===== config.mk =====
export PLATFORM = sky130hd
export DESIGN_NAME = tbu_trace_unit
export DESIGN_NICKNAME = d
export VERILOG_FILES = /design/src/shared/tbu_pkg.sv /design/src/hw/tbu_trace_unit.sv /design/src/hw/tbu_instr_match.sv /design/src/hw/tbu_data_match.sv
export VERILOG_INCLUDE_DIRS = /design/src /design/src/shared
export SDC_FILE = /design/constraint.sdc
export NUM_CORES = 1
export LEC_CHECK = 0
export CORE_ASPECT_RATIO = 1.2
export CORE_MARGIN = 2
export CORE_UTILIZATION = 49
export DETAILED_ROUTE_END_ITERATION = 12
export DONT_BUFFER_PORTS = 1
export HOLD_SLACK_MARGIN = 0.05
export PLACE_DENSITY_LB_ADDON = 0.15
export RECOVER_POWER = 25
export REMOVE_ABC_BUFFERS = 1
export SLEW_MARGIN = 0
export SYNTH_ARGS = -nofsm -noshare
export SYNTH_HDL_FRONTEND = slang
export SYNTH_SLANG_ARGS = --single-unit

===== constraint.sdc =====
create_clock -name core_clk_in -period 5 [get_ports core_clk_in]
set_input_delay 0.5 -clock core_clk_in [delete_from_list [all_inputs] [get_ports core_clk_in]]
set_output_delay 0.5 -clock core_clk_in [all_outputs]
set_load 0.05 [all_outputs]

===== src/shared/tbu_cfg.svh =====
// Constants of the trace and breakpoint unit: register indices, field
// positions, reset values and encodings.
// Assumes inclusion by bare name from the package and the bench.
`ifndef TBU_CFG_SVH
`define TBU_CFG_SVH

// ************************************************************
// Register indices
// ************************************************************
`define TBU_IDX_W 3
`define TBU_IDX_IB0 3'h0
`define TBU_IDX_IB1 3'h1
`define TBU_IDX_DB0 3'h2
`define TBU_IDX_DB1 3'h3
`define TBU_IDX_BREAK_CONTROL_REG 3'h4

// ************************************************************
// Counts, fields and encodings
// ************************************************************
`define TBU_NUM_IB 2
`define TBU_NUM_DB 2
`define TBU_CTL_BITS 4
`define TBU_CTL_E0 0
`define TBU_CTL_E1 1
`define TBU_CTL_M0 2
`define TBU_CTL_M1 3
`define TBU_MODE_ARMED 2'h3
`define TBU_DMODE_WR 2'h0
`define TBU_DMODE_RW 2'h1
`define TBU_DMODE_RD 2'h2
`define TBU_RIGHTS_VAL 8'h22
`define TBU_WORD_RST 32'h00000000
`define TBU_BREAK_CONTROL_REG_RST 8'h00

// Trace record bits and trace mode bits share positions
`define TBU_REC_W 7
`define TBU_GRP_W 5
`define TBU_EV_CALL 2
`define TBU_EV_PRERET 5
`define TBU_EV_BRK 6

`endif


===== src/shared/tbu_pkg.sv =====
// Types of the trace and breakpoint unit.
// Assumes tbu_cfg.svh on the include path.
`include "tbu_cfg.svh"

package tbu_pkg;

	typedef logic [31:0] tbu_word_t;
	typedef logic [`TBU_REC_W-1:0] tbu_rec_t;

	// Delivery state: idle, or a prereturn fault held back
	typedef enum logic [1:0] {
		TBU_ST_IDLE = 2'b01,
		TBU_ST_PRERET = 2'b10
	} tbu_state_e;

endpackage : tbu_pkg


===== src/hw/tbu_trace_unit.sv =====
// Trace and breakpoint unit: breakpoint registers, trace event
// gathering, trace fault delivery and trace enable flag upkeep.
// Assumes all inputs come from the pipeline on core_clk_in.
//
// How it works
// RULE_01 - Data breakpoint: reads, writes, or both
// RULE_02 - Every data access kind is checked
// RULE_03 - Control space fault always reported first
// RULE_04 - Instruction breakpoint: word address, two mode bits
// RULE_05 - Instruction break fires only armed and enabled
// RULE_06 - Software avoids mixed mode pairs while tracing
// RULE_07 - Breakpoints accessible by control op, word access
// RULE_08 - Direct store may match old or new
// RULE_09 - Software prefers control op for updates
// RULE_10 - Enabled trace groups fault; prereturn before execution
// RULE_11 - Fault call traced when call mode on
// RULE_12 - Mark needs breakpoint mode; forced mark always
// RULE_13 - Breakpoint matches raise trace fault
// RULE_14 - Events merged, never empty, prereturn alone
// RULE_15 - Others first, prereturn on handler return
// RULE_16 - Trace handler call clears trace enable
// RULE_17 - Other supervisor calls load table bit
// RULE_18 - Interrupt entry saves state, clears enable
// RULE_19 - Interrupt return restores saved enable
// RULE_20 - Call and return use resulting enable
// RULE_21 - Data mode pairs: write, both, read
// RULE_22 - Data breakpoint needs both enables set
// RULE_23 - Any referenced byte matching address hits
// RULE_24 - Write without rights: unchanged, unimplemented fault
`timescale 1ns/100ps

module tbu_trace_unit
	import tbu_pkg::*;
(
	input wire logic core_clk_in,
	input wire logic resetn_in,
	// Register access by control op or word load/store
	input wire logic reg_wr_in,
	input wire logic reg_rd_in,
	input wire logic reg_sysctl_in,
	input wire logic reg_word_in,
	input wire logic [`TBU_IDX_W-1:0] reg_idx_in,
	input wire tbu_word_t reg_wdata_in,
	input wire logic rights_req_in,
	input wire logic emu_hold_in,
	// Executing instruction
	input wire logic ex_valid_in,
	input wire tbu_word_t ex_ip_in,
	input wire logic [`TBU_GRP_W-1:0] ex_groups_in,
	input wire logic ex_prereturn_in,
	input wire logic ex_mark_in,
	input wire logic ex_fmark_in,
	input wire logic [`TBU_REC_W-1:0] trace_mode_in,
	// Data access of any origin
	input wire logic dacc_valid_in,
	input wire tbu_word_t dacc_addr_in,
	input wire logic [4:0] dacc_len_in,
	input wire logic dacc_write_in,
	input wire logic dacc_ctl_fault_in,
	// Call and return sequencer
	input wire logic fault_call_in,
	input wire logic sup_call_in,
	input wire logic sup_call_trace_in,
	input wire logic ssp_te_in,
	input wire logic intr_entry_in,
	input wire logic intr_ret_in,
	input wire logic intr_rec_te_in,
	input wire logic trace_ret_in,
	input wire logic trace_enable_flag_wr_in,
	input wire logic trace_enable_flag_val_in,
	// Answers
	output logic trace_fault_out,
	output tbu_rec_t trace_record_out,
	output logic ctl_fault_out,
	output logic unimp_fault_out,
	output logic te_out,
	output logic intr_saved_te_out,
	output tbu_word_t reg_rdata_out,
	output logic [7:0] rights_out
);

	// ************************************************************
	// Breakpoint registers and access rights
	// ************************************************************
	tbu_word_t ib_reg [`TBU_NUM_IB];
	tbu_word_t db_reg [`TBU_NUM_DB];
	logic [7:0] break_control_reg;
	logic rights;
	tbu_word_t next_ib [`TBU_NUM_IB];
	tbu_word_t next_db [`TBU_NUM_DB];
	logic [7:0] next_break_control_reg;
	logic next_rights;
	logic next_unimp;
	tbu_word_t next_rdata;
	logic [7:0] next_rights_val;
	logic acc_ok;

	always_comb begin
		next_ib = ib_reg;
		next_db = db_reg;
		next_break_control_reg = break_control_reg;
		next_rdata = reg_rdata_out;
		next_unimp = 1'b0;
		next_rights = rights;
		// Byte and halfword loads or stores do not reach these registers
		acc_ok = reg_sysctl_in || reg_word_in; // RULE_07
		if (emu_hold_in) begin
			next_rights = 1'b0;
		end else if (rights_req_in) begin
			next_rights = 1'b1;
		end
		next_rights_val = next_rights ? `TBU_RIGHTS_VAL : 8'h00;
		if (reg_wr_in && acc_ok && !rights) begin
			next_unimp = 1'b1; // RULE_24
		end else if (reg_wr_in && acc_ok) begin
			// New value takes effect one cycle later
			case (reg_idx_in) // RULE_08
				`TBU_IDX_IB0: next_ib[0] = reg_wdata_in;
				`TBU_IDX_IB1: next_ib[1] = reg_wdata_in;
				`TBU_IDX_DB0: next_db[0] = reg_wdata_in;
				`TBU_IDX_DB1: next_db[1] = reg_wdata_in;
				`TBU_IDX_BREAK_CONTROL_REG: next_break_control_reg = reg_wdata_in[7:0];
				default: next_unimp = 1'b0;
			endcase
		end
		if (reg_rd_in && acc_ok) begin
			case (reg_idx_in) // RULE_07
				`TBU_IDX_IB0: next_rdata = ib_reg[0];
				`TBU_IDX_IB1: next_rdata = ib_reg[1];
				`TBU_IDX_DB0: next_rdata = db_reg[0];
				`TBU_IDX_DB1: next_rdata = db_reg[1];
				`TBU_IDX_BREAK_CONTROL_REG: next_rdata = {24'h000000, break_control_reg};
				default: next_rdata = `TBU_WORD_RST;
			endcase
		end
	end

	always_ff @(posedge core_clk_in or negedge resetn_in) begin
		if (!resetn_in) begin
			ib_reg <= '{default: `TBU_WORD_RST};
			db_reg <= '{default: `TBU_WORD_RST};
			break_control_reg <= `TBU_BREAK_CONTROL_REG_RST;
			rights <= 1'b0;
			rights_out <= 8'h00;
			unimp_fault_out <= 1'b0;
			reg_rdata_out <= `TBU_WORD_RST;
		end else begin
			ib_reg <= next_ib;
			db_reg <= next_db;
			break_control_reg <= next_break_control_reg;
			rights <= next_rights;
			rights_out <= next_rights_val;
			unimp_fault_out <= next_unimp;
			reg_rdata_out <= next_rdata;
		end
	end

	// ************************************************************
	// Trace enable flag across calls and returns
	// ************************************************************
	logic te;
	logic saved_te;
	logic next_te;
	logic next_saved_te;

	always_comb begin
		next_te = te;
		next_saved_te = saved_te;
		if (sup_call_trace_in) begin
			next_te = 1'b0; // RULE_16
		end else if (intr_entry_in) begin
			next_saved_te = te; // RULE_18
			next_te = 1'b0;
		end else if (intr_ret_in) begin
			next_te = intr_rec_te_in; // RULE_19
		end else if (sup_call_in) begin
			next_te = ssp_te_in; // RULE_17
		end else if (trace_enable_flag_wr_in) begin
			next_te = trace_enable_flag_val_in;
		end
	end

	always_ff @(posedge core_clk_in or negedge resetn_in) begin
		if (!resetn_in) begin
			te <= 1'b0;
			saved_te <= 1'b0;
		end else begin
			te <= next_te;
			saved_te <= next_saved_te;
		end
	end

	assign te_out = te;
	assign intr_saved_te_out = saved_te;

	// ************************************************************
	// Breakpoint comparators
	// ************************************************************
	logic [`TBU_NUM_IB-1:0] ib_hit;
	logic [`TBU_NUM_DB-1:0] db_hit;
	logic dacc_chk;

	// A faulting control space access skips the breakpoint check
	assign dacc_chk = dacc_valid_in && !dacc_ctl_fault_in; // RULE_03 RULE_02

	for (genvar i = 0; i < `TBU_NUM_IB; i++) begin : g_ib
		tbu_instr_match u_im (
			.brk_reg_in(ib_reg[i]),
			.te_in(next_te),
			.valid_in(ex_valid_in),
			.ip_in(ex_ip_in),
			.hit_out(ib_hit[i])
		);
	end

	for (genvar i = 0; i < `TBU_NUM_DB; i++) begin : g_db
		tbu_data_match u_dm (
			.brk_reg_in(db_reg[i]),
			.ctl_in(break_control_reg[i*`TBU_CTL_BITS +: `TBU_CTL_BITS]),
			.te_in(next_te),
			.valid_in(dacc_chk),
			.write_in(dacc_write_in),
			.addr_in(dacc_addr_in),
			.len_in(dacc_len_in),
			.hit_out(db_hit[i])
		);
	end

	// ************************************************************
	// Event gathering and fault delivery
	// ************************************************************
	tbu_state_e state;
	tbu_state_e next_state;
	tbu_rec_t core_ev;
	tbu_rec_t next_record;
	logic [`TBU_GRP_W-1:0] grp;
	logic brk;
	logic pre;
	logic next_fault;
	logic next_ctl_fault;

	always_comb begin
		grp = ex_valid_in ? (ex_groups_in & trace_mode_in[`TBU_GRP_W-1:0]) : '0; // RULE_10
		grp[`TBU_EV_CALL] = grp[`TBU_EV_CALL] ||
			(fault_call_in && trace_mode_in[`TBU_EV_CALL]); // RULE_11
		brk = (ex_valid_in && ex_mark_in && trace_mode_in[`TBU_EV_BRK]) ||
			(ex_valid_in && ex_fmark_in) || (|ib_hit) || (|db_hit); // RULE_12 RULE_13
		// Post-instruction events see the enable left by this call or return
		core_ev = next_te ? {brk, 1'b0, grp} : '0; // RULE_20
		// Prereturn is judged before the return executes
		pre = ex_valid_in && ex_prereturn_in && trace_mode_in[`TBU_EV_PRERET] && te; // RULE_10
		next_state = state;
		next_fault = 1'b0;
		next_record = trace_record_out;
		next_ctl_fault = dacc_valid_in && dacc_ctl_fault_in; // RULE_03
		case (state)
			TBU_ST_IDLE: begin
				if (|core_ev) begin
					next_fault = 1'b1; // RULE_14
					next_record = core_ev;
					if (pre) begin
						next_state = TBU_ST_PRERET; // RULE_15
					end
				end else if (pre) begin
					next_fault = 1'b1;
					next_record = '0;
					next_record[`TBU_EV_PRERET] = 1'b1; // RULE_14
				end
			end
			TBU_ST_PRERET: begin
				if (trace_ret_in) begin
					next_fault = 1'b1; // RULE_15
					next_record = '0;
					next_record[`TBU_EV_PRERET] = 1'b1;
					next_state = TBU_ST_IDLE;
				end else if (|core_ev) begin
					next_fault = 1'b1;
					next_record = core_ev;
				end
			end
			default: next_state = TBU_ST_IDLE;
		endcase
	end

	always_ff @(posedge core_clk_in or negedge resetn_in) begin
		if (!resetn_in) begin
			state <= TBU_ST_IDLE;
			trace_fault_out <= 1'b0;
			trace_record_out <= '0;
			ctl_fault_out <= 1'b0;
		end else begin
			state <= next_state;
			trace_fault_out <= next_fault;
			trace_record_out <= next_record;
			ctl_fault_out <= next_ctl_fault;
		end
	end

	logic calls_quiet;
	assign calls_quiet = !sup_call_trace_in && !intr_entry_in && !intr_ret_in;
endmodule : tbu_trace_unit


===== src/hw/tbu_instr_match.sv =====
// One instruction address comparator.
// Assumes the fetch address and gate come from the same clock domain.
`timescale 1ns/100ps

module tbu_instr_match
	import tbu_pkg::*;
(
	input wire tbu_word_t brk_reg_in,
	input wire logic te_in,
	input wire logic valid_in,
	input wire tbu_word_t ip_in,
	output logic hit_out
);

	// Low two bits are the mode pair, not address
	always_comb begin
		hit_out = valid_in && te_in && (brk_reg_in[1:0] == `TBU_MODE_ARMED) &&
			(brk_reg_in[31:2] == ip_in[31:2]); // RULE_04 RULE_05
	end

endmodule : tbu_instr_match


===== src/hw/tbu_data_match.sv =====
// One data address comparator with access type qualification.
// Assumes the access length is the byte count, 1 to 16.
`timescale 1ns/100ps

module tbu_data_match
	import tbu_pkg::*;
(
	input wire tbu_word_t brk_reg_in,
	input wire logic [`TBU_CTL_BITS-1:0] ctl_in,
	input wire logic te_in,
	input wire logic valid_in,
	input wire logic write_in,
	input wire tbu_word_t addr_in,
	input wire logic [4:0] len_in,
	output logic hit_out
);

	logic [1:0] mode;
	logic [1:0] enab;
	logic type_ok;
	tbu_word_t offs;

	always_comb begin
		mode = {ctl_in[`TBU_CTL_M1], ctl_in[`TBU_CTL_M0]};
		enab = {ctl_in[`TBU_CTL_E1], ctl_in[`TBU_CTL_E0]};
		case (mode)
			`TBU_DMODE_WR: type_ok = write_in; // RULE_21 RULE_01
			`TBU_DMODE_RW: type_ok = 1'b1;
			`TBU_DMODE_RD: type_ok = !write_in;
			default: type_ok = 1'b0;
		endcase
		// Wrapping difference covers unaligned spans in one compare
		offs = brk_reg_in - addr_in; // RULE_23
		hit_out = valid_in && te_in && (enab == `TBU_MODE_ARMED) && type_ok &&
			(offs < {27'h0000000, len_in}); // RULE_22
	end

endmodule : tbu_data_match


# After elaboration in Yosys (flattened, before gate mapping)
# Index checks and enable logic that the tools add are counted.
[word_totals]
output_inout_bits = 52
inputBits = 141
wordCells = 118
ff_bits = 189
[op_classes]
reduce_logical = 47
addsub = 2
eq_ne = 21
n_lt_le_gt_ge = 2
bitwise = 3
mux = 28
[ops]
columns = ["cell", "n"]
rows = [
  ["case mux 32 bit (5 select lines)", 1],
  ["less-than comparator 32 x 5 -> 1 bit", 2],
  ["subtractor 32 bit", 2],
  ["equality test 30 bit", 2],
  ["two-way mux 7 bit", 5],
  ["logical AND 1 bit", 24],
  ["AND reduction 3 bit", 7],
  ["equality test 2 bit, second input constant", 7],
  ["case mux 7 bit (2 select lines)", 1],
  ["two-way mux 1 bit", 12],
  ["OR reduction 7 bit", 1],
  ["equality test 2 x 1 -> 1 bit, second input constant", 3],
  ["equality test 3 x 2 -> 1 bit, second input constant", 2],
  ["two-way mux 2 bit", 3],
  ["two-way mux 6 bit", 1],
  ["inequality test 2 bit, second input constant", 3],
  ["inequality test 3 bit, second input constant", 2],
  ["case mux 1 bit (3 select lines)", 2],
  ["bitwise AND 5 bit", 1],
  ["logical OR 1 bit", 5],
  ["two-way mux 5 bit", 1],
  ["zero test 2 bit", 2],
  ["case mux 2 bit (2 select lines)", 1],
  ["OR reduction 2 bit", 2],
  ["other kinds (8)", 11],
]

# Logic depth before layout (Yosys ltp)
# Gate-level depths: netlist (run 1).
[logic_depth]
word_depth = 16
mapped_depth = 19
ltp_nobuf = 18

# Cells and area by module
# From an unflattened synthesis (run 1), not the netlist that was laid out.
[unflattened]
hier_cells = 1273
area_unflattened_um2 = 13057.5
[modules_own_cells]
columns = ["module", "cells_per_inst", "n_inst", "seq_area_each_um2", "area_per_inst_um2"]
rows = [
  ["tbu_trace_unit", 571, 1, 4580.6, 8097.8],
  ["tbu_data_match", 309, 2, 0.0, 2127.0],
  ["tbu_instr_match", 42, 2, 0.0, 352.8],
]

# Worst setup path before layout (run 1)
# Ideal clock, no wire load.
[synth_path]
kind = "in2reg"
start = "input dacc_addr_in[0]"
end = "register trace_record_out[0]"
cell_stages = 17
n_path_buf = 1
setup_time_ns = 0.127
arrival_time_ns = 4.028
setup_slack_ns = 0.844
required_time_ns = 4.873
path_cell_list = "ha_1 > fa_1 > nor2b_1 > o21a_1 > nor2_1 > xnor2_1 > ha_1 > nand4b_1 > a311o_1 > or4_1 > nor4_1 > nand4_1 > nor4_1 > and4_1 > o31a_1 > buf_4 > mux2_1"
[synth_via]
elab_chain_len = 9
word_cells_on_any_way = 15
cone_classes = "add/sub (2); order compare (2); eq/ne (2); mux (3); reduce/logical (6)"
[synth_rtl]
columns = ["element", "line_no", "source"]
rows = [
  ["start, declared", "tbu_trace_unit.sv:56", "input wire tbu_word_t dacc_addr_in,"],
  ["subtractor 32 bit", "tbu_data_match.sv:33", "offs = brk_reg_in - addr_in;"],
  ["less-than comparator 32 x 5 -> 1 bit", "tbu_data_match.sv:35", "(offs < {27'h0000000, len_in});"],
  ["logical AND 1 bit", "tbu_data_match.sv:34", "hit_out = valid_in && te_in && (enab == `TBU_MODE_ARMED) && type_ok &&"],
  ["OR reduction 2 bit *", "tbu_trace_unit.sv:247", "(ex_valid_in && ex_fmark_in) || (|ib_hit) || (|db_hit);"],
  ["logical OR 1 bit *", "tbu_trace_unit.sv:246", "brk = (ex_valid_in && ex_mark_in && trace_mode_in[`TBU_EV_BRK]) ||"],
  ["two-way mux 7 bit *", "tbu_trace_unit.sv:249", "core_ev = next_te ? {brk, 1'b0, grp} : '0;"],
  ["OR reduction 7 bit *", "tbu_trace_unit.sv:258, tbu_trace_unit.sv:276", ""],
  ["inequality test 3 bit (no line) or two-way mux 7 bit (tied branches)", "--", ""],
  ["AND reduction 3 bit (no line) or case mux 7 bit (2 select lines) (tied branches)", "--", ""],
  ["end signal, assigned", "tbu_trace_unit.sv:294", "trace_record_out <= next_record;"],
  ["end, declared", "tbu_trace_unit.sv:73", "output tbu_rec_t trace_record_out,"],
]
# Every way passes the cells marked *; elsewhere a longest branch is shown, timed or not.
# A chain may end at the register's enable or synchronous reset.

# Final worst setup path (run 1)
[layout_path]
start = "register db_reg[0] (netlist name)"
end = "register trace_record_out[3]"
[layout_via]
elab_chain_len = 9
word_cells_on_any_way = 12
cone_classes = "add/sub (1); order compare (1); eq/ne (2); mux (3); reduce/logical (5)"
[layout_rtl]
columns = ["element", "line_no", "source"]
rows = [
  ["start, declared", "tbu_trace_unit.sv:86", "tbu_word_t db_reg [`TBU_NUM_DB];"],
  ["start signal, assigned", "tbu_trace_unit.sv:149", "db_reg <= next_db;"],
  ["subtractor 32 bit *", "tbu_data_match.sv:33", ""],
  ["less-than comparator 32 x 5 -> 1 bit *", "tbu_data_match.sv:35", ""],
  ["logical AND 1 bit *", "tbu_data_match.sv:34", ""],
  ["OR reduction 2 bit *", "tbu_trace_unit.sv:247", ""],
  ["logical OR 1 bit *", "tbu_trace_unit.sv:246", ""],
  ["two-way mux 7 bit *", "tbu_trace_unit.sv:249", ""],
  ["OR reduction 7 bit *", "tbu_trace_unit.sv:258, tbu_trace_unit.sv:276", ""],
  ["inequality test 3 bit (no line) or two-way mux 7 bit (tied branches)", "--", ""],
  ["AND reduction 3 bit (no line) or case mux 7 bit (2 select lines) (tied branches)", "--", ""],
]
# Marked as above.

==> results of run 1 <==
-- cells by family (layout without fill, tap and decap cells) --
group                      Yosys count  count (layout)  share of synthesized area (%)
xor gates and xnor gates            97              97                           6.71
buffers and inverters              139             111                           4.43
other                                1               6                         0.0296
and+or+nand+nor                    297             297                           11.5
AOI/OAI and AO/OA                  369             369                           19.9
adders and majority gates           74              74                           7.43
muxes                              156             156                           13.8
DFF                                183             183                           36.2
-- worst max-delay path: cells and delay by family (launching register included) --
kind | cells | cell delay, ps
AND/OR/NAND/NOR | 8 | 2030
buffers and inverters | 1 | 70
AO/OA/AOI/OAI | 3 | 840
XOR/XNOR | 1 | 120
flip-flops | 1 | 360
adder cells (fa/ha/maj) | 3 | 800
multiplexers | 1 | 350
-- how the worst min path moves through the flow --
stage                startpoint                               end  slack (ps)  cells after the start
global placement      resetn_in   trace_record_out[5]$_DFFE_PN0P_         210                      0
global route        emu_hold_in           rights_out[1]$_DFF_PN0_         110                      1
floorplan             resetn_in  break_control_reg[0]$_DFFE_PN0P_         200                      0
finish              emu_hold_in           rights_out[1]$_DFF_PN0_         120                      1
CTS                 emu_hold_in           rights_out[1]$_DFF_PN0_         110                      1
detailed placement    resetn_in   trace_record_out[5]$_DFFE_PN0P_         210                      0
-- placed cells by master (no fill, tap or decap), drive strengths merged, types with 6 or more instances in the layout --
| cell type | count |
|---|---|
| dfrtp | 182 |
| mux2 | 149 |
| nand2 | 107 |
| a21oi | 83 |
| o21ai | 77 |
| inv | 73 |
| ha | 72 |
| xnor2 | 57 |
| nor2 | 52 |
| xor2 | 40 |
| nand4 | 33 |
| a22o | 32 |
| a221oi | 26 |
| a21o | 19 |
| nor4 | 18 |
| a22oi | 18 |
| clkbuf | 17 |
| o211ai | 14 |
| nor3 | 14 |
| buf | 14 |
| o21a | 12 |
| nand3 | 12 |
| o22ai | 12 |
| nor2b | 12 |
| nand2b | 9 |
| and2 | 9 |
| a21boi | 8 |
| a31oi | 8 |
| a211oi | 8 |
| mux2i | 7 |
| or2 | 6 |
| o31ai | 6 |
| conb | 6 |
-- power breakdown --
| group | internal [mW] | switching (mW) |
|---|---|---|
| clock | 0.758 | 0.638 |
| combinational | 0.870 | 1.13 |
| sequential | 1.75 | 0.442 |
| total | 3.38 | 2.21 |
-- repair_timing --
| action | 4_1_cts | 5_1_grt |
|---|---|---|
| endpoints found under the setup margin | 0 | 5 |
| resized for setup | 0 | 0 |
| endpoints found under the hold margin | 183 | 0 |
| hold buffers | 1 | 0 |
-- layer usage --
metal	vias to the layer above	track usage, %
li1	4793	-
met1	4958	35.7
met2	347	48.3
met3	54	6.51
met4	0	10.1
met5	-	0
-- cell usage after synthesis, drive strengths merged, types with 5 or more instances --
cell,number,area share (%)
a2111oi,5,0.35
a211oi,8,0.47
a21boi,8,0.47
a21o,19,1.1
a21oi,83,3.3
a221oi,26,1.9
a22o,32,2.2
a22oi,18,1.1
a31oi,8,0.40
and2,9,0.46
buf,18,0.84
clkbuf,56,1.7
dfrtp,182,36
ha,72,7.1
inv,65,1.9
mux2,149,13
mux2i,7,0.55
nand2,107,3.2
nand2b,9,0.44
nand3,12,0.47
nand4,33,1.6
nor2,52,1.5
nor2b,12,0.59
nor3,14,0.55
nor4,18,0.89
o2111ai,5,0.35
o211ai,14,0.94
o21a,12,0.71
o21ai,77,3.0
o21bai,5,0.30
o22ai,12,0.59
o31a,5,0.35
o31ai,6,0.36
or2,6,0.30
or3,5,0.25
xnor2,57,3.9
xor2,40,2.8
-- cell type report --
class / count / share of cell area [%]
Sequential cell: 183 / 33.9
Timing Repair Buffer: 14 / 0.759
Clock buffer: 17 / 3.15
Multi-Input combinational cell: 999 / 56.0
Clock inverter: 15 / 1.34
Inverter: 65 / 1.81
Tap cell: 330 / 3.06
==> flow_results.xml, run 1 <==
<?xml version="1.0" encoding="UTF-8"?>
<metrics>
  <group name="clock_tree">
    <metric name="cts_root_buf" unit="">sky130_fd_sc_hd__clkbuf_16</metric>
    <metric name="cts_made_buffers" unit="">17</metric>
    <metric name="worst_skew_pair.late_latency" unit="ps">440</metric>
    <metric name="clk_transition_reported_paths" unit="ps">80</metric>
    <metric name="cts_tree" unit="">done</metric>
    <metric name="clock-sinks" unit="">183</metric>
    <metric name="cts.path.max_buffers" unit="">2</metric>
    <metric name="htreeDepth" unit="">4</metric>
    <metric name="post_cts_setup_bufs" unit="">0</metric>
  </group>
  <group name="run_status">
    <metric name="run_status" unit="">finished, violations left</metric>
    <metric name="violated_checks" unit="">capacitance limit, slew limit</metric>
  </group>
  <group name="detailed_routing">
    <metric name="met2_wirelength" unit="mm">19.2</metric>
    <metric name="final_antenna_net_count" unit="">0</metric>
    <metric name="wl" unit="mm">39.2</metric>
    <metric name="detailroute.via_count" unit="">10200</metric>
    <metric name="viasPerCell" unit="">6.26</metric>
    <metric name="wire_per_inst" unit="µm">24.1</metric>
    <metric name="top_signal_layer_used" unit="">met4</metric>
    <metric name="drtIter0Drc" unit="">720</metric>
    <metric name="wl_met1" unit="mm">15.8</metric>
    <metric name="met3_length" unit="mm">2.73</metric>
    <metric name="drt_pass1_iterations" unit="">5</metric>
    <metric name="post-route-drc-count" unit="">0</metric>
  </group>
  <group name="cells_and_area">
    <metric name="layout.core_utilization" unit="%">53.1</metric>
    <metric name="layout-drive-gt1-share" unit="%">16.2</metric>
    <metric name="fin_area" unit="µm²">13500</metric>
    <metric name="fin_cells" unit="">1623</metric>
    <metric name="antennaDiodeCount" unit="">0</metric>
    <metric name="post_layout_net_count" unit="">1495</metric>
    <metric name="multi_input_combinational_cell_area" unit="µm²">7570</metric>
    <metric name="area_delta_synth_final" unit="%">6.72</metric>
    <metric name="register_area" unit="µm²">4580</metric>
    <metric name="layout.filler_cells" unit="">2380</metric>
  </group>
  <group name="sta">
    <metric name="final_min_period_over_clock_period" unit="%">94.0</metric>
    <metric name="max_slew_margin" unit="%">-173</metric>
    <metric name="skew_final" unit="ps">9.70</metric>
    <metric name="total_count_of_hold_check_failures_in_the_final_report" unit="">0</metric>
    <metric name="hold-worst-slack" unit="ps">120</metric>
    <metric name="fin_tns_setup" unit="ps">0</metric>
    <metric name="report.final.slew_viol_count" unit="">184</metric>
    <metric name="grt_setup_unrepaired" unit="">false</metric>
    <metric name="setup_viol" unit="">0</metric>
    <metric name="max_freq" unit="MHz">213</metric>
    <metric name="timing.final.crit_period" unit="ps">4700</metric>
    <metric name="transition_time_at_the_pin_with_the_least_slew_margin" unit="ps">4100</metric>
    <metric name="fin_ws" unit="ps">302</metric>
  </group>
  <group name="logic_synthesis">
    <metric name="synthesis.yosys.warnings" unit="">0</metric>
    <metric name="portion_of_the_post_synthesis_area_used_by_sequential_elements" unit="%">36.2</metric>
    <metric name="syn_area_per_cell" unit="µm²">9.62</metric>
    <metric name="post_synth_instance_area" unit="µm²">12700</metric>
    <metric name="syn_inst" unit="">1316</metric>
    <metric name="ys_dominant_reg_cell" unit="">sky130_fd_sc_hd__dfrtp_1</metric>
    <metric name="netlist-cell-type-count" unit="">74</metric>
    <metric name="synth_enable_flop_cells" unit="">0</metric>
    <metric name="async_reset_ff_share" unit="%">100</metric>
    <metric name="post_synthesis_register_bit_count" unit="">183</metric>
  </group>
  <group name="place">
    <metric name="buffer_ports.inserted" unit="">0</metric>
    <metric name="placedCellCount" unit="">1590</metric>
    <metric name="place_worst_setup_slack" unit="ps">274</metric>
    <metric name="place.detailed.hpwl" unit="mm">30.1</metric>
    <metric name="finalWeightedCongestion" unit="">0.987</metric>
    <metric name="placedInstanceArea" unit="µm²">12900</metric>
  </group>
  <group name="worst_setup_path">
    <metric name="crit_path_start" unit="">db_reg[0]$_DFFE_PN0P_</metric>
    <metric name="crit_slowest_cell" unit="">sky130_fd_sc_hd__or4_1</metric>
    <metric name="critPathCapture" unit="">trace_record_out[3]$_DFFE_PN0P_</metric>
    <metric name="critical_path_class" unit="">reg2reg</metric>
    <metric name="cp_max_fo" unit="">7</metric>
    <metric name="timing.critical_path.slowest_cell_delay" unit="ps">480</metric>
    <metric name="worst_setup_path_end_kind" unit="">flip-flop</metric>
    <metric name="r2r_cells" unit="">17</metric>
    <metric name="critPathRequiredTime" unit="ps">5310</metric>
    <metric name="critical_path_arrival" unit="ps">5010</metric>
    <metric name="worstSetupStartpointType" unit="">flip-flop</metric>
    <metric name="critical_path.reg2reg.startpoint" unit="">db_reg[0]$_DFFE_PN0P_</metric>
    <metric name="worst_r2r_endpoint" unit="">trace_record_out[3]$_DFFE_PN0P_</metric>
    <metric name="path_cells" unit="">inv_1, ha_1, fa_1, nor2b_1, o21a_1, nor2_1, xnor2_1, ha_1, nand4b_1, a311o_1, or4_1, nor4_1, nand4_1, nor4_1, and4_1, o31a_1, mux2_1</metric>
    <metric name="reg2reg_setup_slack" unit="ps">300</metric>
  </group>
  <group name="die">
    <metric name="floorplan.die.width" unit="µm">151</metric>
    <metric name="top_level_pins" unit="">193</metric>
    <metric name="die_area" unit="µm²">27200</metric>
    <metric name="fp.coreArea" unit="µm²">25500</metric>
    <metric name="initial_core_utilization" unit="%">49.7</metric>
    <metric name="die_h" unit="µm">180</metric>
    <metric name="floorplan.rows" unit="">64</metric>
  </group>
  <group name="global_route">
    <metric name="grt_max_degree" unit="">184</metric>
    <metric name="antenna_violations_before_repair" unit="">0</metric>
    <metric name="overflow_left_after_global_routing" unit="">0</metric>
    <metric name="grt_pass1_wl" unit="mm">58.9</metric>
    <metric name="grt_use_total" unit="%">28.6</metric>
    <metric name="grt_pass1_vias" unit="">9861</metric>
  </group>
  <group name="power_and_ir_drop">
    <metric name="pwr_density_cell" unit="nW/µm²">414</metric>
    <metric name="totalPowerFinal" unit="mW">5.59</metric>
    <metric name="leakagePower" unit="nW">5.98</metric>
    <metric name="largest_voltage_drop_on_the_vdd_net" unit="µV">241</metric>
  </group>
  <group name="run">
    <metric name="max_cap_viol_count" unit="">1</metric>
  </group>
  <group name="worst_hold_path">
    <metric name="timing.hold.worst.class" unit="">in2reg</metric>
  </group>
</metrics>
Note: power is estimated with default switching activity, not from simulation.
==> run 2: changes to the inputs <==
--- a/config.mk
+++ b/config.mk
@@ -13,7 +13,7 @@
 export DONT_BUFFER_PORTS = 1
 export HOLD_SLACK_MARGIN = 0.05
 export PLACE_DENSITY_LB_ADDON = 0.15
-export RECOVER_POWER = 25
+export RECOVER_POWER = 50
 export REMOVE_ABC_BUFFERS = 1
 export SLEW_MARGIN = 0
 export SYNTH_ARGS = -nofsm -noshare
==> flow_results.xml, run 2 (synthesized netlist as in run 1, its figures left out) <==
<?xml version="1.0" encoding="UTF-8"?>
<metrics>
  <group name="run_status">
    <metric name="violated_checks" unit="">capacitance limit, slew limit</metric>
    <metric name="run_status" unit="">finished, violations left</metric>
  </group>
  <group name="power_and_ir_drop">
    <metric name="leakagePower" unit="nW">5.98</metric>
    <metric name="largest_voltage_drop_on_the_vdd_net" unit="µV">241</metric>
    <metric name="pwr_density_cell" unit="nW/µm²">414</metric>
    <metric name="totalPowerFinal" unit="mW">5.59</metric>
  </group>
  <group name="global_route">
    <metric name="grt_pass1_vias" unit="">9861</metric>
    <metric name="grt_use_total" unit="%">28.6</metric>
    <metric name="antenna_violations_before_repair" unit="">0</metric>
    <metric name="overflow_left_after_global_routing" unit="">0</metric>
    <metric name="grt_max_degree" unit="">184</metric>
    <metric name="grt_pass1_wl" unit="mm">58.9</metric>
  </group>
  <group name="worst_setup_path">
    <metric name="critPathRequiredTime" unit="ps">5320</metric>
    <metric name="critical_path_class" unit="">reg2reg</metric>
    <metric name="critical_path_arrival" unit="ps">5040</metric>
    <metric name="worstSetupStartpointType" unit="">flip-flop</metric>
    <metric name="worst_setup_path_end_kind" unit="">flip-flop</metric>
    <metric name="cp_max_fo" unit="">7</metric>
  </group>
  <group name="detailed_routing">
    <metric name="detailroute.via_count" unit="">10200</metric>
    <metric name="post-route-drc-count" unit="">0</metric>
    <metric name="drtIter0Drc" unit="">719</metric>
    <metric name="wire_per_inst" unit="µm">24.2</metric>
    <metric name="drt_pass1_iterations" unit="">7</metric>
    <metric name="viasPerCell" unit="">6.27</metric>
    <metric name="final_antenna_net_count" unit="">0</metric>
    <metric name="wl" unit="mm">39.2</metric>
  </group>
  <group name="cells_and_area">
    <metric name="layout_commonest_cell" unit="">sky130_fd_sc_hd__dfrtp_1</metric>
    <metric name="layout.core_utilization" unit="%">53.1</metric>
    <metric name="post_layout_net_count" unit="">1495</metric>
    <metric name="area_delta_synth_final" unit="%">6.69</metric>
    <metric name="antennaDiodeCount" unit="">0</metric>
    <metric name="fin_cells" unit="">1623</metric>
    <metric name="layout-drive-gt1-share" unit="%">15.9</metric>
    <metric name="fin_area" unit="µm²">13500</metric>
    <metric name="mostFrequentLayoutCells" unit="">sky130_fd_sc_hd__dfrtp_1, sky130_fd_sc_hd__mux2_2, sky130_fd_sc_hd__nand2_1</metric>
  </group>
  <group name="sta">
    <metric name="max_freq" unit="MHz">212</metric>
    <metric name="total_count_of_hold_check_failures_in_the_final_report" unit="">0</metric>
    <metric name="setup_viol" unit="">0</metric>
    <metric name="final_min_period_over_clock_period" unit="%">94.5</metric>
    <metric name="grt_setup_unrepaired" unit="">false</metric>
    <metric name="fin_ws" unit="ps">273</metric>
    <metric name="timing.final.crit_period" unit="ps">4730</metric>
    <metric name="fin_tns_setup" unit="ps">0</metric>
    <metric name="skew_final" unit="ps">9.40</metric>
    <metric name="max_slew_margin" unit="%">-176</metric>
    <metric name="report.final.slew_viol_count" unit="">184</metric>
    <metric name="transition_time_at_the_pin_with_the_least_slew_margin" unit="ps">4140</metric>
    <metric name="hold-worst-slack" unit="ps">119</metric>
  </group>
  <group name="clock_tree">
    <metric name="cts_root_buf" unit="">sky130_fd_sc_hd__clkbuf_16</metric>
    <metric name="cts_tree" unit="">done</metric>
    <metric name="cts.path.max_buffers" unit="">2</metric>
    <metric name="post_cts_setup_bufs" unit="">0</metric>
    <metric name="htreeDepth" unit="">4</metric>
    <metric name="cts_made_buffers" unit="">17</metric>
    <metric name="clock-sinks" unit="">183</metric>
    <metric name="clk_transition_reported_paths" unit="ps">80</metric>
    <metric name="worst_skew_pair.late_latency" unit="ps">440</metric>
  </group>
  <group name="place">
    <metric name="place.detailed.hpwl" unit="mm">30.1</metric>
    <metric name="placedInstanceArea" unit="µm²">12900</metric>
    <metric name="buffer_ports.inserted" unit="">0</metric>
    <metric name="finalWeightedCongestion" unit="">0.987</metric>
    <metric name="placedCellCount" unit="">1590</metric>
    <metric name="place_worst_setup_slack" unit="ps">274</metric>
  </group>
  <group name="die">
    <metric name="top_level_pins" unit="">193</metric>
    <metric name="die_area" unit="µm²">27200</metric>
    <metric name="floorplan.die.width" unit="µm">151</metric>
    <metric name="floorplan.rows" unit="">64</metric>
    <metric name="fp.coreArea" unit="µm²">25500</metric>
    <metric name="initial_core_utilization" unit="%">49.7</metric>
    <metric name="die_h" unit="µm">180</metric>
  </group>
  <group name="worst_hold_path">
    <metric name="timing.hold.worst.class" unit="">in2reg</metric>
  </group>
  <group name="run">
    <metric name="max_cap_viol_count" unit="">1</metric>
  </group>
</metrics>
[run 2: changes by cell type in the layout (fill, tap and decap cells not counted), sizes merged]
cell,previous run,this run
buf,14,13
clkbuf,17,18
[run 2: repair_timing]
action | in CTS | in global routing
setup endpoints to repair | 0 | 5
endpoints found under the hold margin | 183 | 0
hold buffers | 1 | 0
gates resized for setup | 0 | 0
[run 2: layout make-up]
cell class / count / area [µm²]
Tap cell: 330 / 413
Multi-Input combinational cell: 999 / 7570
Clock buffer: 17 / 425
Fill cell: 2382 / 12000
Sequential cell: 183 / 4580
Timing Repair Buffer: 14 / 98.8
Inverter: 65 / 244
Clock inverter: 15 / 181
[run 2: path summary, 6_finish.rpt]
path	startpoint	endpoint	slack, ps	depth (start not counted)
setup / recovery	db_reg[0]$_DFFE_PN0P_	trace_record_out[3]$_DFFE_PN0P_	270	17
hold reg to reg	break_control_reg[2]$_DFFE_PN0P_	break_control_reg[2]$_DFFE_PN0P_	540	1
hold / removal	emu_hold_in	rights_out[1]$_DFF_PN0_	120	1
setup reg to reg	db_reg[0]$_DFFE_PN0P_	trace_record_out[3]$_DFFE_PN0P_	270	17
max in group asynchronous	resetn_in	db_reg[48]$_DFFE_PN0P_	1050	1
min in group asynchronous	resetn_in	state[1]$_DFFE_PN0P_	1320	1
[run 2: routing by layer]
layer,vias up,part of all wire [%],global-route usage [%]
met5,-,0,0
met4,0,3.7,10.1
met3,57,6.9,6.51
met2,353,49,48.3
met1,4976,40,35.7
li1,4787,-,-
[run 2: report_power, final]
part / switching [mW] / total (mW) / internal [mW]
combinational: 1.14 / 2.00 / 0.868
clock: 0.640 / 1.40 / 0.758
sequential: 0.442 / 2.19 / 1.75
[run 2: critical path: stages (launching register included)]
cell and delay, ps:
sky130_fd_sc_hd__dfrtp_1 360, sky130_fd_sc_hd__inv_1 70, sky130_fd_sc_hd__ha_1 200, sky130_fd_sc_hd__fa_1 410
sky130_fd_sc_hd__nor2b_1 180, sky130_fd_sc_hd__o21a_1 130, sky130_fd_sc_hd__nor2_1 40, sky130_fd_sc_hd__xnor2_1 120
sky130_fd_sc_hd__ha_1 210, sky130_fd_sc_hd__nand4b_1 260, sky130_fd_sc_hd__a311o_1 370, sky130_fd_sc_hd__or4_1 480
sky130_fd_sc_hd__nor4_1 300, sky130_fd_sc_hd__nand4_1 170, sky130_fd_sc_hd__nor4_1 280, sky130_fd_sc_hd__and4_1 340
sky130_fd_sc_hd__o31a_1 340, sky130_fd_sc_hd__mux2_1 350
==> run 3: changes to the inputs <==
--- a/config.mk
+++ b/config.mk
@@ -18,4 +18,5 @@
 export SLEW_MARGIN = 0
 export SYNTH_ARGS = -nofsm -noshare
 export SYNTH_HDL_FRONTEND = slang
+export SYNTH_HIERARCHICAL = 1
 export SYNTH_SLANG_ARGS = --single-unit
==> flow_results.xml, run 3 <==
<?xml version="1.0" encoding="UTF-8"?>
<metrics>
  <group name="die">
    <metric name="die_area" unit="µm²">28000</metric>
    <metric name="die_h" unit="µm">183</metric>
    <metric name="floorplan.die.width" unit="µm">153</metric>
    <metric name="initial_core_utilization" unit="%">49.7</metric>
    <metric name="fp.coreArea" unit="µm²">26300</metric>
    <metric name="top_level_pins" unit="">193</metric>
    <metric name="floorplan.rows" unit="">65</metric>
  </group>
  <group name="worst_setup_path">
    <metric name="critPathRequiredTime" unit="ps">5340</metric>
    <metric name="stages_on_worst_setup_path" unit="">20</metric>
    <metric name="timing.critical_path.slowest_cell_delay" unit="ps">400</metric>
    <metric name="worst_setup_path_end_kind" unit="">flip-flop</metric>
    <metric name="crit_slowest_cell" unit="">sky130_fd_sc_hd__fa_1</metric>
    <metric name="path_cells" unit="">inv_1, ha_1, fa_1, nand2b_1, nand2b_1, a21oi_1, xnor2_1, ha_1, nand2b_1, a221oi_1, nand4_1, a2111oi_0, o2111ai_1, nor4_1, nand4_1, nor4_2, or4_1, nand4bb_1, o221ai_2, a22o_1</metric>
    <metric name="critical_path.top_delay_family" unit="">simple AND/OR/NAND/NOR gates</metric>
    <metric name="timing.critical_path.buf_inv" unit="">1</metric>
    <metric name="cpMostUsedCell" unit="">sky130_fd_sc_hd__nand2b_1</metric>
    <metric name="r2r_cells" unit="">20</metric>
    <metric name="cp_max_fo" unit="">7</metric>
    <metric name="critical_path_arrival" unit="ps">4910</metric>
    <metric name="worstSetupStartpointType" unit="">flip-flop</metric>
    <metric name="critical_path_class" unit="">reg2reg</metric>
  </group>
  <group name="logic_synthesis">
    <metric name="synthesis.yosys.warnings" unit="">6</metric>
    <metric name="syn_inst" unit="">1273</metric>
    <metric name="post_synth_most_frequent_cells" unit="">sky130_fd_sc_hd__dfrtp_1, sky130_fd_sc_hd__inv_1, sky130_fd_sc_hd__mux2_2</metric>
    <metric name="synth_enable_flop_cells" unit="">0</metric>
    <metric name="async_reset_ff_share" unit="%">100</metric>
    <metric name="netlist-cell-type-count" unit="">74</metric>
    <metric name="syn_area_per_cell" unit="µm²">10.3</metric>
    <metric name="ys_dominant_reg_cell" unit="">sky130_fd_sc_hd__dfrtp_1</metric>
    <metric name="yosys.area.top_type" unit="">sky130_fd_sc_hd__dfrtp_1</metric>
    <metric name="post_synth_instance_area" unit="µm²">13100</metric>
    <metric name="ys_top_cells_by_area" unit="">sky130_fd_sc_hd__dfrtp_1, sky130_fd_sc_hd__mux2_2, sky130_fd_sc_hd__ha_1</metric>
    <metric name="post-synth-top-count-cell" unit="">sky130_fd_sc_hd__dfrtp_1</metric>
    <metric name="post_synthesis_register_bit_count" unit="">183</metric>
    <metric name="synth_top_area_share" unit="%">34.9</metric>
    <metric name="portion_of_the_post_synthesis_area_used_by_sequential_elements" unit="%">35.1</metric>
  </group>
  <group name="sta">
    <metric name="final_min_period_over_clock_period" unit="%">91.5</metric>
    <metric name="fin_tns_setup" unit="ps">0</metric>
    <metric name="max_freq" unit="MHz">219</metric>
    <metric name="skew_final" unit="ps">15.4</metric>
    <metric name="total_count_of_hold_check_failures_in_the_final_report" unit="">0</metric>
    <metric name="max_slew_margin" unit="%">-176</metric>
    <metric name="fin_ws" unit="ps">424</metric>
    <metric name="setup_viol" unit="">0</metric>
    <metric name="transition_time_at_the_pin_with_the_least_slew_margin" unit="ps">4140</metric>
    <metric name="grt_setup_unrepaired" unit="">false</metric>
    <metric name="report.final.slew_viol_count" unit="">184</metric>
    <metric name="timing.final.crit_period" unit="ps">4580</metric>
  </group>
  <group name="global_route">
    <metric name="grt_use_total" unit="%">27.8</metric>
    <metric name="overflow_left_after_global_routing" unit="">0</metric>
    <metric name="grt_pass1_wl" unit="mm">59.8</metric>
    <metric name="grt_pass1_vias" unit="">10100</metric>
    <metric name="grt_max_degree" unit="">184</metric>
    <metric name="antenna_violations_before_repair" unit="">0</metric>
  </group>
  <group name="cells_and_area">
    <metric name="layout_commonest_cell" unit="">sky130_fd_sc_hd__dfrtp_1</metric>
    <metric name="area_delta_synth_final" unit="%">5.61</metric>
    <metric name="post_layout_net_count" unit="">1464</metric>
    <metric name="layout-drive-gt1-share" unit="%">18.4</metric>
    <metric name="antennaDiodeCount" unit="">0</metric>
    <metric name="mostFrequentLayoutCells" unit="">sky130_fd_sc_hd__dfrtp_1, sky130_fd_sc_hd__inv_1, sky130_fd_sc_hd__mux2_2</metric>
    <metric name="fin_area" unit="µm²">13800</metric>
    <metric name="layout.core_utilization" unit="%">52.5</metric>
  </group>
  <group name="clock_tree">
    <metric name="htreeDepth" unit="">4</metric>
    <metric name="worst_skew_pair.late_latency" unit="ps">450</metric>
    <metric name="cts_root_buf" unit="">sky130_fd_sc_hd__clkbuf_16</metric>
    <metric name="post_cts_setup_bufs" unit="">0</metric>
    <metric name="cts_made_buffers" unit="">17</metric>
    <metric name="cts_tree" unit="">done</metric>
    <metric name="clock-sinks" unit="">183</metric>
    <metric name="cts.path.max_buffers" unit="">2</metric>
    <metric name="clk_transition_reported_paths" unit="ps">80</metric>
  </group>
  <group name="run">
    <metric name="max_cap_viol_count" unit="">1</metric>
  </group>
  <group name="detailed_routing">
    <metric name="wire_per_inst" unit="µm">24.4</metric>
    <metric name="post-route-drc-count" unit="">0</metric>
    <metric name="wl" unit="mm">39.0</metric>
    <metric name="viasPerCell" unit="">6.32</metric>
    <metric name="drt_pass1_iterations" unit="">6</metric>
    <metric name="final_antenna_net_count" unit="">0</metric>
    <metric name="detailroute.via_count" unit="">10100</metric>
    <metric name="drtIter0Drc" unit="">592</metric>
  </group>
  <group name="power_and_ir_drop">
    <metric name="largest_voltage_drop_on_the_vdd_net" unit="µV">224</metric>
    <metric name="pwr_density_cell" unit="nW/µm²">407</metric>
    <metric name="totalPowerFinal" unit="mW">5.61</metric>
    <metric name="leakagePower" unit="nW">6.30</metric>
  </group>
  <group name="place">
    <metric name="buffer_ports.inserted" unit="">0</metric>
    <metric name="place_worst_setup_slack" unit="ps">366</metric>
    <metric name="place.detailed.hpwl" unit="mm">28.8</metric>
    <metric name="finalWeightedCongestion" unit="">0.914</metric>
    <metric name="placedInstanceArea" unit="µm²">13200</metric>
  </group>
  <group name="run_status">
    <metric name="violated_checks" unit="">capacitance limit, slew limit</metric>
    <metric name="run_status" unit="">finished, violations left</metric>
  </group>
  <group name="worst_hold_path">
    <metric name="timing.hold.worst.class" unit="">in2reg</metric>
    <metric name="hold_depth" unit="">1</metric>
  </group>
</metrics>
==> run 3: cell count changes after synthesis, moves of 17 or more <==
cell / delta
sky130_fd_sc_hd__mux2_2: -58
sky130_fd_sc_hd__nand2_1: -40
sky130_fd_sc_hd__xor2_1: +22
sky130_fd_sc_hd__mux2_4: +60
sky130_fd_sc_hd__nor2_1: -17
sky130_fd_sc_hd__o21ai_0: -34
sky130_fd_sc_hd__clkbuf_1: -42
sky130_fd_sc_hd__a21oi_1: -38
sky130_fd_sc_hd__inv_1: +39
sky130_fd_sc_hd__xnor2_1: -25
sky130_fd_sc_hd__o21ai_1: +17
==> run 3: repair_timing <==
item,in CTS,in global routing
hold buffers,1,0
hold endpoints to repair,183,0
endpoints found under the setup margin,0,6
resized for setup,0,1
==> run 3: per-layer routing <==
layer	GRT usage, %	up-vias	routed length (µm)
met5	0	-	0
met4	10.5	0	1260
met3	5.72	63	2280
met2	46.9	318	19000
met1	35.1	5040	16500
li1	-	4666	-
==> run 3: layout make-up <==
class                      count  area (µm²)
fill                        2393       12500
multi-input combinational    930        7730
sequential                   183        4580
clock buffer                  18         429
tap                          335         419
inverter                     104         390
clock inverter                14         134
timing repair buffer          13         104
==> run 3: worst reg2reg max path: cells and delay by family (launching register included) <==
| family | cells | cell delay, ps |
|---|---|---|
| xor gates and xnor gates | 1 | 140 |
| DFF | 1 | 370 |
| AOI/OAI and AO/OA | 6 | 1350 |
| and+or+nand+nor | 9 | 1770 |
| buffers and inverters | 1 | 60 |
| adders and majority gates | 3 | 810 |
==> run 3: metrics by stage <==
stage,std cells,hold WS (ps)
floorplan,1217,204
global placement,1564,215
detailed placement,1564,214
CTS,1597,99.3
global route,1597,94.9
finish,1597,115
==> run 3: kinds of logic (layout without fill, tap and decap cells) <==
kind of cell | after synthesis | in the layout | share of synthesized area, %
AO/OA/AOI/OAI | 342 | 342 | 19.3
XOR/XNOR | 94 | 94 | 6.31
adder cells (fa/ha/maj) | 74 | 74 | 7.21
buffers and inverters | 165 | 149 | 6.22
flip-flops | 183 | 183 | 35.1
multiplexers | 156 | 156 | 15.1
other | 1 | 6 | 0.0287
AND/OR/NAND/NOR | 258 | 258 | 10.8
==> run 3: final timing paths <==
kind | end | from | slack, ps
min | rights_out[1]$_DFF_PN0_ | emu_hold_in | 110
max | trace_record_out[4]$_DFFE_PN0P_ | db_reg[32]$_DFFE_PN0P_ | 420
max in group asynchronous | db_reg[60]$_DFFE_PN0P_ | resetn_in | 1090
max reg2reg | trace_record_out[4]$_DFFE_PN0P_ | db_reg[32]$_DFFE_PN0P_ | 420
min in group asynchronous | reg_rdata_out[4]$_DFFE_PN0P_ | resetn_in | 1500
min reg2reg | state[0]$_DFFE_PN1P_ | state[0]$_DFFE_PN1P_ | 520
==> run 3: where the power goes <==
part           leakage, nW  switching, mW  internal [mW]
clock network        0.267          0.672          0.661
logic                 3.66           1.11          0.919
registers             2.37          0.481           1.76
total                 6.30           2.27           3.34
